[src/rtl/pss_pkg.sv]
// Constants, types and state layout of the slot power sequencer
// ==========================================================================
// Function
// (RL1) The live 4-bit position counter is readable in the low nibble of sequence_position.
// (RL2) Each slot lasts the time picked by the 4-bit slot_length code, 32 us up to 8.192 ms.
// (RL3) Slots with no regulator assigned last the empty_slot_wait time, with the same code table.
// (RL4) Each of the four linear regulators is switched when the sequence reaches its slot.
// (RL5) Each of the four switchers is switched when the position equals its slot.
// (RL6) Each general output goes active when the position reaches its assert slot.
// (RL7) Each general output goes inactive when the position reaches its de-assert slot.
// (RL8) The pull-down-disable function is applied at its programmed slot.
// (RL9) The 32 kHz clock to the outputs and the real-time counter is enabled at its slot.
// (RL10) The sequence holds at the wait slot as the wait setting asks.
// (RL11) The power-domain end lies between the system-domain end and the maximum slot.
// (RL12) The system-domain end lies between the standby stop slot and the power-domain end.
// (RL13) Going down into standby stops at the standby stop slot, which lies from 1 to the system end.
// (RL14) The maximum slot ends the power1 domain and tops the sequence, at or above the power end.
// (RL15) Direction code 01 holds when going up, 10 when going down, 11 both ways, 00 never.
// (RL16) The counter moves one slot per elapsed slot time, up or down, acting on what meets it.
// (RL17) Going up stops at the target domain end; going down never goes below the standby stop slot.
package pss_pkg;

  // ========================================================================
  // Timing
  localparam int CLK_NS = 40;
  localparam int US_NS = 1000;
  localparam int US_CYC = (US_NS + CLK_NS - 1) / CLK_NS;

  // ========================================================================
  // Register map
  localparam int NREG = 16;
  localparam int RI_POS = 0;
  localparam int RI_TIM = 1;
  localparam int RI_LIN_A = 2;
  localparam int RI_LIN_B = 3;
  localparam int RI_PD = 4;
  localparam int RI_SW_A = 5;
  localparam int RI_SW_B = 6;
  localparam int RI_OUT0 = 7;
  localparam int RI_CLKH = 12;
  localparam int RI_DOM_A = 13;
  localparam int RI_DOM_B = 14;
  localparam int RI_WAIT = 15;
  localparam logic [NREG-1:0][7:0] REG_ADDR = {
    8'h97, 8'h96, 8'h95, 8'h92, 8'h91, 8'h90, 8'h8F, 8'h8E,
    8'h8D, 8'h8A, 8'h89, 8'h88, 8'h84, 8'h83, 8'h82, 8'h81};
  localparam logic [7:0] RD_NONE = 8'h00;
  localparam logic [3:0] RSVD_HI = 4'h0;

  // Field layout
  localparam int NW = 4;
  localparam int LO = 0;
  localparam int HI = 4;
  localparam logic LN = 1'b0;
  localparam logic HN = 1'b1;
  localparam int WDIR_LSB = 6;
  localparam int WDIR_W = 2;
  localparam int WDIR_UP = 0;
  localparam int WDIR_DN = 1;

  // Slot times in microseconds, indexed by code
  localparam logic [15:0][13:0] SLOT_US = {
    14'h2000, 14'h1000, 14'h0800, 14'h0400, 14'h0200, 14'h01C0, 14'h0180, 14'h0120,
    14'h0100, 14'h00E0, 14'h00C0, 14'h00A0, 14'h0080, 14'h0060, 14'h0040, 14'h0020};
  localparam logic [13:0] LAST_US = 14'h0001;

  // ========================================================================
  // Types
  typedef enum logic [1:0] {
    SEQ_IDLE = 2'h0,
    SEQ_RUN = 2'h1,
    SEQ_HOLD = 2'h3
  } pss_seq_e;

  typedef enum logic [1:0] {
    DOM_STANDBY = 2'h0,
    DOM_SYSTEM = 2'h1,
    DOM_POWER = 2'h2,
    DOM_POWER1 = 2'h3
  } pss_dom_e;

  typedef struct packed {
    logic [3:0] lin;
    logic [3:0] sw;
    logic [4:0] gpo;
    logic pulldown_disable;
    logic clk32;
  } pss_pwr_s;

  typedef struct packed {
    pss_seq_e state;
    logic [3:0] pos;
    logic [NREG-1:0][7:0] regs;
    logic [15:0] us_div;
    logic [13:0] slot_left;
    logic [1:0] sync;
    pss_pwr_s outs;
    logic [7:0] rdata;
    logic busy;
  } pss_state_s;

  localparam pss_state_s STATE_RST = '0;

endpackage

[src/rtl/pss_seq.sv]
// Slot power sequencer: position counter, slot timer, resource actions, registers
`timescale 1ns/1ps
module pss_seq #(
  parameter int US_CYC_P = pss_pkg::US_CYC
) (
  // Clock and reset
  input wire logic core_clk_in,
  input wire logic arst_n_in,
  // Register port
  input wire logic [7:0] reg_addr_in,
  input wire logic reg_wr_in,
  input wire logic [7:0] reg_wdata_in,
  output logic [7:0] reg_rdata_out,
  // Power mode request
  input wire logic [1:0] target_in,
  input wire logic wait_release_in,
  // Controlled resources
  output pss_pkg::pss_pwr_s power_out,
  output logic busy_out
);

  // ==========================================================================
  // State
  pss_pkg::pss_state_s q;
  pss_pkg::pss_state_s n;

  logic [3:0] lin_s [4];
  logic [3:0] sw_s [4];
  logic [3:0] oa [5];
  logic [3:0] od [5];
  logic [3:0] lin_hit;
  logic [3:0] sw_hit;
  logic [4:0] oa_hit;
  logic [4:0] od_hit;
  logic [3:0] slot_len;
  logic [3:0] empty_wait;
  logic [3:0] pd_slot;
  logic [3:0] clk_slot;
  logic [3:0] wait_slot;
  logic [3:0] sys_end;
  logic [3:0] pwr_end;
  logic [3:0] max_slot;
  logic [3:0] stop_slot;
  logic [1:0] wdir;
  logic [3:0] sel;
  logic [3:0] tgt;
  logic [3:0] np;
  logic up;
  logic tick;
  logic expire;
  logic hold;

  function automatic logic [3:0] nib(input logic [7:0] b, input logic h);
    return h ? b[pss_pkg::HI +: pss_pkg::NW] : b[pss_pkg::LO +: pss_pkg::NW];
  endfunction

  // ==========================================================================
  // Field decode
  genvar g;
  for (g = 0; g < 4; g++) begin : g_reg
    assign lin_s[g] = nib(q.regs[pss_pkg::RI_LIN_A + g / 2], g % 2 == 1);
    // Second switcher pair is stored high nibble first
    assign sw_s[g] = nib(q.regs[pss_pkg::RI_SW_A + g / 2], (g % 2 == 1) ^ (g / 2 == 1));
    assign lin_hit[g] = lin_s[g] == q.pos;
    assign sw_hit[g] = sw_s[g] == q.pos;
  end
  for (g = 0; g < 5; g++) begin : g_out
    assign oa[g] = nib(q.regs[pss_pkg::RI_OUT0 + g], pss_pkg::LN);
    assign od[g] = nib(q.regs[pss_pkg::RI_OUT0 + g], pss_pkg::HN);
    assign oa_hit[g] = oa[g] == q.pos;
    assign od_hit[g] = od[g] == q.pos;
  end

  assign slot_len = nib(q.regs[pss_pkg::RI_TIM], pss_pkg::LN);
  assign empty_wait = nib(q.regs[pss_pkg::RI_TIM], pss_pkg::HN);
  assign pd_slot = nib(q.regs[pss_pkg::RI_PD], pss_pkg::HN);
  assign clk_slot = nib(q.regs[pss_pkg::RI_CLKH], pss_pkg::HN);
  assign wait_slot = nib(q.regs[pss_pkg::RI_CLKH], pss_pkg::LN);
  assign sys_end = nib(q.regs[pss_pkg::RI_DOM_A], pss_pkg::LN);
  assign pwr_end = nib(q.regs[pss_pkg::RI_DOM_A], pss_pkg::HN);
  assign max_slot = nib(q.regs[pss_pkg::RI_DOM_B], pss_pkg::LN);
  assign stop_slot = nib(q.regs[pss_pkg::RI_DOM_B], pss_pkg::HN);
  assign wdir = q.regs[pss_pkg::RI_WAIT][pss_pkg::WDIR_LSB +: pss_pkg::WDIR_W];

  // ==========================================================================
  // Target and step
  // Bound ordering is software's job; only a target below the standby stop slot is raised to it
  always_comb begin
    unique case (pss_pkg::pss_dom_e'(target_in))
      pss_pkg::DOM_STANDBY: sel = stop_slot; // RL13
      pss_pkg::DOM_SYSTEM: sel = sys_end; // RL12
      pss_pkg::DOM_POWER: sel = pwr_end; // RL11
      pss_pkg::DOM_POWER1: sel = max_slot; // RL14
    endcase
  end

  assign tgt = (sel < stop_slot) ? stop_slot : sel; // RL17
  assign up = tgt > q.pos;
  assign np = up ? 4'(q.pos + 4'h1) : 4'(q.pos - 4'h1); // RL16
  assign tick = q.us_div == 16'(US_CYC_P - 1);
  assign expire = q.state == pss_pkg::SEQ_RUN && tick && q.slot_left == pss_pkg::LAST_US;
  assign hold = wait_slot == np && (up ? wdir[pss_pkg::WDIR_UP] : wdir[pss_pkg::WDIR_DN]); // RL15

  function automatic logic occ(input logic [3:0] p);
    logic r;
    r = 1'b0;
    for (int i = 0; i < 4; i++) begin
      if (lin_s[i] == p || sw_s[i] == p) begin
        r = 1'b1;
      end
    end
    return r;
  endfunction

  function automatic logic [13:0] dur(input logic [3:0] p);
    return occ(p) ? pss_pkg::SLOT_US[slot_len] : pss_pkg::SLOT_US[empty_wait]; // RL2 RL3
  endfunction

  // ==========================================================================
  // Next state
  always_comb begin
    n = q;
    // Only the second stage reads the first
    n.sync = {q.sync[0], wait_release_in};

    n.rdata = pss_pkg::RD_NONE;
    for (int i = 0; i < pss_pkg::NREG; i++) begin
      if (reg_addr_in == pss_pkg::REG_ADDR[i]) begin
        n.rdata = (i == pss_pkg::RI_POS) ? {pss_pkg::RSVD_HI, q.pos} : q.regs[i]; // RL1
        if (reg_wr_in && i != pss_pkg::RI_POS) begin
          n.regs[i] = reg_wdata_in;
        end
      end
    end

    if (q.state == pss_pkg::SEQ_RUN) begin
      n.us_div = tick ? '0 : 16'(q.us_div + 16'h1);
      if (tick) begin
        n.slot_left = 14'(q.slot_left - pss_pkg::LAST_US);
      end
    end

    unique case (q.state)
      pss_pkg::SEQ_IDLE: begin
        if (tgt != q.pos) begin
          n.state = pss_pkg::SEQ_RUN;
          n.us_div = '0;
          n.slot_left = dur(q.pos);
        end
      end
      pss_pkg::SEQ_RUN: begin
        if (expire) begin
          if (tgt == q.pos) begin
            // Target moved onto us while the slot ran
            n.state = pss_pkg::SEQ_IDLE;
          end else begin
            n.pos = np; // RL16
            for (int i = 0; i < 4; i++) begin
              if (up && lin_s[i] == np) begin
                n.outs.lin[i] = 1'b1; // RL4
              end
              if (!up && lin_s[i] == q.pos) begin
                n.outs.lin[i] = 1'b0; // RL4
              end
              if (up && sw_s[i] == np) begin
                n.outs.sw[i] = 1'b1; // RL5
              end
              if (!up && sw_s[i] == q.pos) begin
                n.outs.sw[i] = 1'b0; // RL5
              end
            end
            for (int i = 0; i < 5; i++) begin
              if (oa[i] == np) begin
                n.outs.gpo[i] = 1'b1; // RL6
              end
              // De-assert wins if both slots coincide
              if (od[i] == np) begin
                n.outs.gpo[i] = 1'b0; // RL7
              end
            end
            if (up && pd_slot == np) begin
              n.outs.pulldown_disable = 1'b1; // RL8
            end
            if (!up && pd_slot == q.pos) begin
              n.outs.pulldown_disable = 1'b0; // RL8
            end
            if (up && clk_slot == np) begin
              n.outs.clk32 = 1'b1; // RL9
            end
            if (!up && clk_slot == q.pos) begin
              n.outs.clk32 = 1'b0; // RL9
            end
            if (hold) begin
              n.state = pss_pkg::SEQ_HOLD; // RL10
            end else if (np == tgt) begin
              n.state = pss_pkg::SEQ_IDLE; // RL17
            end else begin
              n.us_div = '0;
              n.slot_left = dur(np);
            end
          end
        end
      end
      pss_pkg::SEQ_HOLD: begin
        if (q.sync[1]) begin
          n.state = (tgt == q.pos) ? pss_pkg::SEQ_IDLE : pss_pkg::SEQ_RUN; // RL10
          n.us_div = '0;
          n.slot_left = dur(q.pos);
        end
      end
      default: n.state = pss_pkg::SEQ_IDLE;
    endcase

    n.busy = n.state != pss_pkg::SEQ_IDLE;
  end

  always_ff @(posedge core_clk_in or negedge arst_n_in) begin
    if (!arst_n_in) begin
      q <= pss_pkg::STATE_RST;
    end else begin
      q <= n;
    end
  end

  assign reg_rdata_out = q.rdata;
  assign power_out = q.outs;
  assign busy_out = q.busy;
endmodule

[config.mk]
export PLATFORM = sky130hd
export DESIGN_NAME = pss_seq
export DESIGN_NICKNAME = d
export VERILOG_FILES = /design/src/rtl/pss_pkg.sv /design/src/rtl/pss_seq.sv
export SDC_FILE = /design/constraint.sdc
export NUM_CORES = 1
export LEC_CHECK = 0
export BUFFER_PORTS_ARGS = -buffer_cell sky130_fd_sc_hd__buf_2
export CAP_MARGIN = 15
export CORE_MARGIN = 2
export CORE_UTILIZATION = 55
export CTS_CLUSTER_DIAMETER = 80
export DETAILED_ROUTE_END_ITERATION = 16
export PLACE_DENSITY = 0.72
export SYNTH_ARGS = -nofsm -noshare
export SYNTH_HDL_FRONTEND = slang
export SYNTH_SLANG_ARGS = --single-unit
[constraint.sdc]
create_clock -name core_clk_in -period 7.4 [get_ports core_clk_in]
set_input_delay 0.74 -clock core_clk_in [delete_from_list [all_inputs] [get_ports core_clk_in]]
set_output_delay 0.74 -clock core_clk_in [all_outputs]
set_load 0.05 [all_outputs]
==> impl_metrics.env, run 1 <==
export IMPL_syn_area_um2=11600
export IMPL_synth_area_leaders="dfrtp_1, mux2_2, xnor2_1"
export IMPL_cts_buffers=17
export IMPL_hold_viol=0
export IMPL_timing_rr_end="q[35]$_DFF_PN0_"
export IMPL_synth_async_reset_ratio_pct=100
export IMPL_gp_congestion=0.940
export IMPL_dp_cells=1378
export IMPL_grt_setup_unrepaired="false"
export IMPL_synth_simple_gate_area_share_pct=13.1
export IMPL_place_port_buffers=45
export IMPL_required_ns=7.76
export IMPL_syn_avg_cell_area_um2=10.2
export IMPL_clock_latency_ns=0.45
export IMPL_drt_total_wl_mm=31.0
export IMPL_hold_class="reg2reg"
export IMPL_synth_edff_count=0
export IMPL_crit_fanout=18
export IMPL_ys_ff_latch=182
export IMPL_die_area_um2=22300
export IMPL_die_h_um=149
export IMPL_synth_xor_area_share_pct=12.2
export IMPL_ir_worst_vdd_mv=0.145
export IMPL_clockBufferDepth=2
export IMPL_final_nets=1168
export IMPL_worst_pin_slew_ns=1.09
export IMPL_crit_cells=19
export IMPL_synthMuxAreaShare_pct=15.4
export IMPL_finalWorstPathRequiredPeriod_ns=6.38
export IMPL_p_leak_nw=5.50
export IMPL_drv_slew=0
export IMPL_power_mw=2.63
export IMPL_grt_remaining_overflow=0
export IMPL_post_cts_setup_buffer_count=0
export IMPL_fin_ws_ns=1.02
export IMPL_vias_per_cell=6.32
export IMPL_ios=46
export IMPL_path_buf_inv=1
export IMPL_wire_per_inst_um=22.0
export IMPL_pre_cts_slack_ns=0.598
export IMPL_clock_sinks=182
export IMPL_num_antenna_cells=0
export IMPL_firstDrtPassIters=6
export IMPL_globalRouteTotalUtil_pct=28.9
export IMPL_setup_tns_ns=0
export IMPL_core_region_area_um2=20900
export IMPL_max_slew_margin_pct=27.4
export IMPL_ys_types=83
export IMPL_p_per_area_nw_per_um2=211
export IMPL_cts_tree="done"
export IMPL_syn_inst=1136
export IMPL_synth_ff_type="dfrtp_1"
export IMPL_skew_ns=0.0167
export IMPL_crit_start="target_in[1]"
export IMPL_crit_chain="buf_2, mux4_2, ha_1, a21oi_1, nand2_1, nor2_1, mux2_2, ha_1, nor2b_1, o211ai_1, a21oi_4, fa_1, xnor2_1, nor3_1, a22oi_1, nand4_1, mux2i_2, mux2_2, o211ai_2"
export IMPL_cts_root_buf="clkbuf_16"
export IMPL_setup_viol_count_final=0
export IMPL_synth_top_family_by_area="multiplexers"
export IMPL_synth_compound_area_share_pct=12.3
export IMPL_final_antenna_net_count=0
export IMPL_period_share_pct=86.2
export IMPL_synthAdderAreaFrac_pct=2.65
export IMPL_rr_startpoint="q[173]$_DFFE_PN0P_"
export IMPL_cp_endpoint="q[35]$_DFF_PN0_"
export IMPL_grt_max_degree=115
export IMPL_yosysTopAreaCell="dfrtp_1"
export IMPL_cap_violations=0
export IMPL_initial_utilization_pct=55.7
export IMPL_grt_pass1_wl_mm=49.6
export IMPL_final_cell_mix="dfrtp_1, mux2_2, xnor2_1"
export IMPL_vias=8918
export IMPL_clkTransAtPathRegs_ns=0.07
export IMPL_ctsHoldBuffers=0
export IMPL_whs_ns=0.351
export IMPL_synth_top_area_share_pct=39.1
export IMPL_rrSetupSlack_ns=1.11
export IMPL_drt_iter0_drc=849
export IMPL_dp_hpwl_mm=21.0
export IMPL_cp_start_kind="primary input"
export IMPL_cts_max_level=4
export IMPL_fill_cells=1751
export IMPL_row_count=53
export IMPL_cp_slowest_stage_delay_ns=1.24
export IMPL_fmax_mhz=157
export IMPL_drcViolationCount=0
export IMPL_layout_drive_gt1_share_pct=22.1
export IMPL_finalNonFillerCells=1410
export IMPL_critPathSlowestCell="fa_1"
export IMPL_synth_warnings=0
export IMPL_cts_resized=0
export IMPL_r2r_cells=18
export IMPL_synthToLayoutAreaGrowth_pct=7.12
export IMPL_die_x_um=149
export IMPL_synth_nets=1182
export IMPL_status="complete, no violations"
export IMPL_worstPathArrival_ns=6.74
export IMPL_critical_path_class="in2reg"
export IMPL_yosysSeqAreaShare_pct=39.1
export IMPL_end_kind="register"
export IMPL_grt_pass1_vias=8926
export IMPL_critPathTopFamily="multiplexers"
export IMPL_antenna_found_initial=0
export IMPL_layout_cells_most_common="dfrtp_1"
## state kept, by name (all words and copies together), names as in the netlist
signal and flops:
q 81, oa 20, od 20, lin_s 16, power_out 15, reg_rdata_out 8
clk_slot 4, empty_wait 4, max_slot 4, pd_slot 4, pwr_end 4, busy_out 1
n 1
## synthesized netlist by cell type, types with 22 or more instances
| cell type | number |
|---|---|
| xnor2_1 | 101 |
| mux2_2 | 127 |
| mux2i_1 | 27 |
| nand3_1 | 28 |
| ha_1 | 23 |
| nor3_1 | 41 |
| nor2_1 | 59 |
| nand4_1 | 22 |
| nand2_1 | 82 |
| a21oi_1 | 39 |
| dfrtp_1 | 182 |
| xor2_1 | 30 |
| o21ai_0 | 59 |
| inv_1 | 33 |
| clkbuf_1 | 39 |
| buf_4 | 25 |
## where the power goes
part	internal [mW]	switching [mW]	total, mW
sequential	1.07	0.101	1.18
clock	0.522	0.453	0.974
combinational	0.216	0.269	0.485
## stage by stage
stage,utilization (%),area [um^2]
2_1_floorplan,-,11600
3_3_place_gp,56.6,11800
3_5_place_dp,56.6,11800
4_1_cts,59.7,12500
5_1_grt,59.7,12500
6_report,59.7,12500
## metal layers
layer	up-vias	track usage, %	wire length (um)
li1	4021	-	-
met1	4415	39.9	13200
met2	378	44.9	14500
met3	104	5.37	2100
met4	0	12.0	1200
met5	-	0	0
## final cells by class
class / instances / area (um^2) / share of cell area, %
Clock buffer: 18 / 429 / 3.44
Inverter: 33 / 124 / 0.994
Multi-Input combinational cell: 831 / 6480 / 52.0
Timing Repair Buffer: 57 / 324 / 2.60
Tap cell: 275 / 344 / 2.76
Clock inverter: 14 / 205 / 1.65
Sequential cell: 182 / 4550 / 36.5
## worst reg2reg max path: cells and delay by family, from the launching register on
family | cells | cell delay [ns]
XOR/XNOR | 1 | 0.20
AO/OA/AOI/OAI | 5 | 0.95
AND/OR/NAND/NOR | 5 | 0.90
multiplexers | 4 | 1.82
flip-flops | 1 | 0.46
adder cells (fa/ha/maj) | 3 | 1.87
## how the worst min path moves through the flow
stage               startpoint               to  slack (ns)  cells after the start
5_1_grt        n[25]$_DFF_PN0_  q[25]$_DFF_PN0_        0.37                      0
6_report       n[25]$_DFF_PN0_  q[25]$_DFF_PN0_        0.35                      0
2_1_floorplan  n[25]$_DFF_PN0_  q[25]$_DFF_PN0_        0.33                      0
3_3_place_gp   n[25]$_DFF_PN0_  q[25]$_DFF_PN0_        0.34                      0
3_5_place_dp   n[25]$_DFF_PN0_  q[25]$_DFF_PN0_        0.34                      0
4_1_cts        n[25]$_DFF_PN0_  q[25]$_DFF_PN0_        0.35                      0
## cells by family (layout without fill, tap and decap cells)
kind of cell / Yosys count / in the layout
DFF: 182 / 182
buffers and inverters: 123 / 122
and+or+nand+nor: 297 / 297
muxes: 159 / 159
AOI/OAI and AO/OA: 208 / 208
adders and majority gates: 24 / 24
xor gates and xnor gates: 143 / 143
Note: power is estimated with default switching activity, not from simulation.
==> inputs of run 2 (changes only) <==
--- a/config.mk
+++ b/config.mk
@@ -12,6 +12,8 @@
 export CTS_CLUSTER_DIAMETER = 80
 export DETAILED_ROUTE_END_ITERATION = 16
 export PLACE_DENSITY = 0.72
+export REMOVE_ABC_BUFFERS = 1
+export SKIP_LAST_GASP = 1
 export SYNTH_ARGS = -nofsm -noshare
 export SYNTH_HDL_FRONTEND = slang
 export SYNTH_SLANG_ARGS = --single-unit
==> impl_metrics.env, run 2 (synthesized netlist as in run 1, its figures left out) <==
export IMPL_status="complete, no violations"
export IMPL_drt_iter0_drc=818
export IMPL_skew_ns=0.0151
export IMPL_end_kind="register"
export IMPL_clkTransAtPathRegs_ns=0.07
export IMPL_final_nets=1170
export IMPL_grt_setup_unrepaired="false"
export IMPL_drcViolationCount=0
export IMPL_path_buf_inv=1
export IMPL_cap_violations=0
export IMPL_finalNonFillerCells=1411
export IMPL_grt_remaining_overflow=0
export IMPL_vias=8914
export IMPL_die_area_um2=22300
export IMPL_power_internal_mw=1.91
export IMPL_clock_latency_ns=0.44
export IMPL_final_antenna_net_count=0
export IMPL_row_count=53
export IMPL_critPathTopFamily="multiplexers"
export IMPL_antenna_found_initial=0
export IMPL_swShare_pct=29.1
export IMPL_worstPathArrival_ns=6.96
export IMPL_initial_utilization_pct=55.7
export IMPL_gp_congestion=0.945
export IMPL_p_per_area_nw_per_um2=215
export IMPL_cts_max_level=4
export IMPL_die_x_um=149
export IMPL_max_slew_margin_pct=28.6
export IMPL_worst_pin_slew_ns=1.07
export IMPL_dp_hpwl_mm=21.2
export IMPL_grt_max_degree=102
export IMPL_setup_viol_count_final=0
export IMPL_crit_start="target_in[1]"
export IMPL_fmax_mhz=151
export IMPL_post_cts_setup_buffer_count=0
export IMPL_cp_start_kind="primary input"
export IMPL_hold_viol=0
export IMPL_cts_buffers=17
export IMPL_p_leak_nw=5.53
export IMPL_cts_resized=0
export IMPL_ir_worst_vdd_mv=0.146
export IMPL_cts_root_buf="clkbuf_16"
export IMPL_power_frac_clock_pct=38.2
export IMPL_grt_pass1_wl_mm=49.3
export IMPL_required_ns=7.75
export IMPL_largest_reg_flops=81
export IMPL_setup_tns_ns=0
export IMPL_crit_fanout=19
export IMPL_synthToLayoutAreaGrowth_pct=7.66
export IMPL_core_region_area_um2=20900
export IMPL_drv_slew=0
export IMPL_place_port_buffers=45
export IMPL_globalRouteTotalUtil_pct=29.0
export IMPL_worstHoldStart="n[25]$_DFF_PN0_"
export IMPL_die_h_um=149
export IMPL_grt_pass1_vias=8709
export IMPL_power_frac_seq_pct=43.6
export IMPL_finalWorstPathRequiredPeriod_ns=6.61
export IMPL_cts_tree="done"
export IMPL_clock_sinks=182
export IMPL_critical_path_class="in2reg"
export IMPL_wire_per_inst_um=22.3
export IMPL_ios=46
export IMPL_critPathSlowestCell="fa_1"
export IMPL_layout_drive_gt1_share_pct=22.3
export IMPL_num_antenna_cells=0
export IMPL_firstDrtPassIters=5
export IMPL_rr_startpoint="q[163]$_DFFE_PN0P_"
export IMPL_clockBufferDepth=2
export IMPL_hold_class="reg2reg"
export IMPL_final_cell_mix="dfrtp_1, mux2_2, xnor2_1"
export IMPL_dp_cells=1378
export IMPL_vias_per_cell=6.32
export IMPL_post_route_util_pct=60.0
export IMPL_layout_cells_most_common="dfrtp_1"
export IMPL_period_share_pct=89.3
export IMPL_drt_total_wl_mm=31.5
export IMPL_cp_slowest_stage_delay_ns=1.23
export IMPL_p_comb_share_pct=18.1
export IMPL_ctsHoldBuffers=0
export IMPL_p_switching_mw=0.784
export IMPL_fill_cells=1770
export IMPL_max_flop_register="q"
export IMPL_crit_chain="buf_2, mux4_2, ha_1, a21oi_1, nand2_1, nor2_1, mux2_2, o31ai_1, ha_1, and4_1, a21oi_4, fa_1, xnor2_1, nor3_1, a22oi_1, nand4_1, mux2i_2, mux2_2, o211ai_2"
## run 2: cell type report
type	instances	area, um^2	area share, %
multi-input cells	831	6480	51.8
flip-flops and latches	182	4550	36.4
clock buffers	19	453	3.62
repair buffers	59	359	2.87
well taps	275	344	2.75
clock inverters	12	209	1.67
inverters	33	124	0.989
## run 2: worst paths after layout
check / endpoint / depth (start not counted) / slack (ns)
max: q[37]$_DFF_PN0_ / 19 / 0.79
min: q[25]$_DFF_PN0_ / 0 / 0.37
max reg2reg: q[37]$_DFF_PN0_ / 18 / 0.85
min reg2reg: q[25]$_DFF_PN0_ / 0 / 0.37
max in group asynchronous: od[2]$_DFFE_PN0P_ / 3 / 5.79
min in group asynchronous: q[50]$_DFF_PN0_ / 1 / 0.40
## run 2: per-layer routing
metal | vias up | wire length, um | track usage [%]
met5 | - | 0 | 0
met4 | 0 | 947 | 11.2
met3 | 74 | 2370 | 5.79
met2 | 393 | 15000 | 47.2
met1 | 4434 | 13200 | 38.5
li1 | 4013 | - | -
## run 2: power by group through the flow
stage	combinational (mW)	clock, mW	sequential [mW]
6_report	0.489	1.03	1.18
5_1_grt	0.535	1.08	1.19
4_1_cts	0.483	1.04	1.17
3_5_place_dp	0.476	0	1.19
3_3_place_gp	0.467	0	1.19
2_1_floorplan	0.335	0	1.17
## run 2: through the flow
| stage | hold slack, ns | cell area (um^2) | worst slack [ns] | power [mW] |
|---|---|---|---|---|
| floorplan | 0.331 | 11200 | 0.420 | 1.51 |
| CTS | 0.373 | 12500 | 0.890 | 2.70 |
| global placement | 0.346 | 11800 | 0.628 | 1.65 |
| global route | 0.378 | 12500 | 0.480 | 2.81 |
| detailed placement | 0.354 | 11800 | 0.482 | 1.67 |
| finish | 0.370 | 12500 | 0.789 | 2.70 |
==> inputs of run 3 (changes only) <==
--- a/config.mk
+++ b/config.mk
@@ -7,11 +7,14 @@
 export LEC_CHECK = 0
 export BUFFER_PORTS_ARGS = -buffer_cell sky130_fd_sc_hd__buf_2
 export CAP_MARGIN = 15
+export CELL_PAD_IN_SITES_DETAIL_PLACEMENT = 1
+export CELL_PAD_IN_SITES_GLOBAL_PLACEMENT = 1
 export CORE_MARGIN = 2
-export CORE_UTILIZATION = 55
+export CORE_UTILIZATION = 50
 export CTS_CLUSTER_DIAMETER = 80
 export DETAILED_ROUTE_END_ITERATION = 16
-export PLACE_DENSITY = 0.72
+export HOLD_SLACK_MARGIN = 0.02
+export PLACE_DENSITY_LB_ADDON = 0.1
 export REMOVE_ABC_BUFFERS = 1
 export SKIP_LAST_GASP = 1
 export SYNTH_ARGS = -nofsm -noshare
==> constraint.sdc (replaced) <==
create_clock -name core_clk_in -period 6.8 [get_ports core_clk_in]
set_input_delay 0.68 -clock core_clk_in [delete_from_list [all_inputs] [get_ports core_clk_in]]
set_output_delay 0.68 -clock core_clk_in [all_outputs]
set_load 0.05 [all_outputs]
==> impl_metrics.env, run 3 (synthesized netlist as in run 1, its figures left out) <==
export IMPL_status="complete, no violations"
export IMPL_cts_tree="done"
export IMPL_hold_viol=0
export IMPL_finalNonFillerCells=1422
export IMPL_crit_fanout=15
export IMPL_row_count=55
export IMPL_antenna_found_initial=0
export IMPL_cap_violations=0
export IMPL_gp_congestion=0.907
export IMPL_worstPathArrival_ns=6.47
export IMPL_p_leak_nw=5.50
export IMPL_grt_pass1_vias=9146
export IMPL_layout_cells_most_common="dfrtp_1"
export IMPL_die_x_um=157
export IMPL_drt_total_wl_mm=35.2
export IMPL_post_cts_setup_buffer_count=0
export IMPL_ctsHoldBuffers=0
export IMPL_skew_ns=0.0190
export IMPL_ios=46
export IMPL_cp_slowest_stage_delay_ns=1.12
export IMPL_drv_slew=0
export IMPL_firstDrtPassIters=6
export IMPL_final_nets=1170
export IMPL_dp_hpwl_mm=24.4
export IMPL_num_antenna_cells=0
export IMPL_post_route_util_pct=55.0
export IMPL_path_buf_inv=0
export IMPL_max_slew_margin_pct=21.9
export IMPL_required_ns=7.11
export IMPL_clkTransAtPathRegs_ns=0.08
export IMPL_crit_chain="mux4_2, ha_1, nand3_1, a311oi_2, nor2_1, mux2_2, o31ai_1, ha_1, and4_1, a21oi_4, fa_1, nand2_1, a211oi_1, nor2_1, a2111oi_4, or2_1, o211ai_2"
export IMPL_end_kind="register"
export IMPL_wire_per_inst_um=24.8
export IMPL_critPathTopFamily="adder cells"
export IMPL_vias_per_cell=6.27
export IMPL_globalRouteTotalUtil_pct=30.0
export IMPL_largest_reg_flops=81
export IMPL_die_area_um2=24500
export IMPL_cts_resized=0
export IMPL_drt_iter0_drc=699
export IMPL_period_share_pct=90.6
export IMPL_grt_max_degree=69
export IMPL_power_mw=2.87
export IMPL_critPathSlowestCell="fa_1"
export IMPL_fill_cells=2479
export IMPL_synthToLayoutAreaGrowth_pct=7.40
export IMPL_grt_remaining_overflow=0
export IMPL_vias=8917
export IMPL_core_region_area_um2=22700
export IMPL_hold_class="in2async"
export IMPL_final_antenna_net_count=0
export IMPL_critical_path_class="reg2reg"
export IMPL_dp_cells=1390
export IMPL_p_per_area_nw_per_um2=229
export IMPL_cts_buffers=17
export IMPL_fmax_mhz=162
export IMPL_max_flop_register="q"
export IMPL_clock_sinks=182
export IMPL_cp_start_kind="register"
export IMPL_clockBufferDepth=2
export IMPL_place_port_buffers=45
export IMPL_drcViolationCount=0
export IMPL_cts_root_buf="clkbuf_16"
export IMPL_grt_pass1_wl_mm=55.5
export IMPL_worst_pin_slew_ns=1.16
export IMPL_die_h_um=157
export IMPL_finalWorstPathRequiredPeriod_ns=6.16
export IMPL_clock_latency_ns=0.45
export IMPL_initial_utilization_pct=51.2
export IMPL_cts_max_level=4
export IMPL_grt_setup_unrepaired="false"
export IMPL_ir_worst_vdd_mv=0.171
export IMPL_setup_viol_count_final=0
export IMPL_final_cell_mix="dfrtp_1, mux2_2, xnor2_1"
export IMPL_layout_drive_gt1_share_pct=22.4
==> run 3: cell types whose count changed in the layout (fill, tap and decap cells not counted), moves of 2 or more <==
cell,change
bufinv_16,-5
clkbuf_8,-2
clkinv_8,+7
inv_12,+2
inv_6,-2
==> run 3: path summary, 6_finish.rpt <==
check                                   startpoint               endpoint  slack, ns  cells past startpoint
max in group asynchronous                arst_n_in  lin_s[13]$_DFFE_PN0P_       5.30                      2
min in group core_clk_in           wait_release_in        n[25]$_DFF_PN0_       0.34                      1
worst min register to register     n[25]$_DFF_PN0_        q[25]$_DFF_PN0_       0.36                      0
worst min-delay path                     arst_n_in        q[38]$_DFF_PN0_       0.24                      1
worst max-delay path            q[173]$_DFFE_PN0P_        q[37]$_DFF_PN0_       0.64                     17
worst max register to register  q[173]$_DFFE_PN0P_        q[37]$_DFF_PN0_       0.64                     17
==> run 3: layout make-up <==
cell class                      count  area [um^2]  share of cell area (%)
Tap cell                          285          357                    2.85
Sequential cell                   182         4550                    36.4
Clock buffer                       17          425                    3.40
Multi-Input combinational cell    831         6500                    52.0
Timing Repair Buffer               59          339                    2.71
Inverter                           33          124                   0.991
Clock inverter                     15          200                    1.60
==> run 3: routing by layer <==
| metal | vias up | GRT usage [%] | part of all wire (%) |
|---|---|---|---|
| met3 | 44 | 4.74 | 4.0 |
| met2 | 216 | 50.5 | 49 |
| met5 | - | 0 | 0 |
| met4 | 0 | 7.03 | 1.8 |
| li1 | 4015 | - | - |
| met1 | 4642 | 40.9 | 45 |
==> run 3: power by group <==
group	leakage, nW	total [mW]	internal, mW	switching (mW)
Sequential	2.42	1.28	1.17	0.110
Combinational	2.78	0.541	0.235	0.306
Clock	0.302	1.05	0.507	0.540
Total	5.50	2.87	1.91	0.956
==> run 3: worst reg2reg max path, delay by kind of cell (launching register included) <==
family / cells / cell delay [ns]
adder cells (fa/ha/maj): 3 / 1.77
AO/OA/AOI/OAI: 6 / 1.53
AND/OR/NAND/NOR: 6 / 1.41
multiplexers: 2 / 0.82
flip-flops: 1 / 0.50
==> run 3: metrics by stage <==
| stage | setup TNS [ns] | area (um^2) | hold slack [ns] | setup WS [ns] |
|---|---|---|---|---|
| floorplan | -0.738 | 11200 | 0.331 | -0.120 |
| global placement | 0 | 11900 | 0.345 | 0.423 |
| finish | 0 | 12500 | 0.238 | 0.639 |
| global route | 0 | 12500 | 0.270 | 0.273 |
| detailed placement | 0 | 11900 | 0.338 | 0.286 |
| CTS | 0 | 12500 | 0.262 | 0.695 |
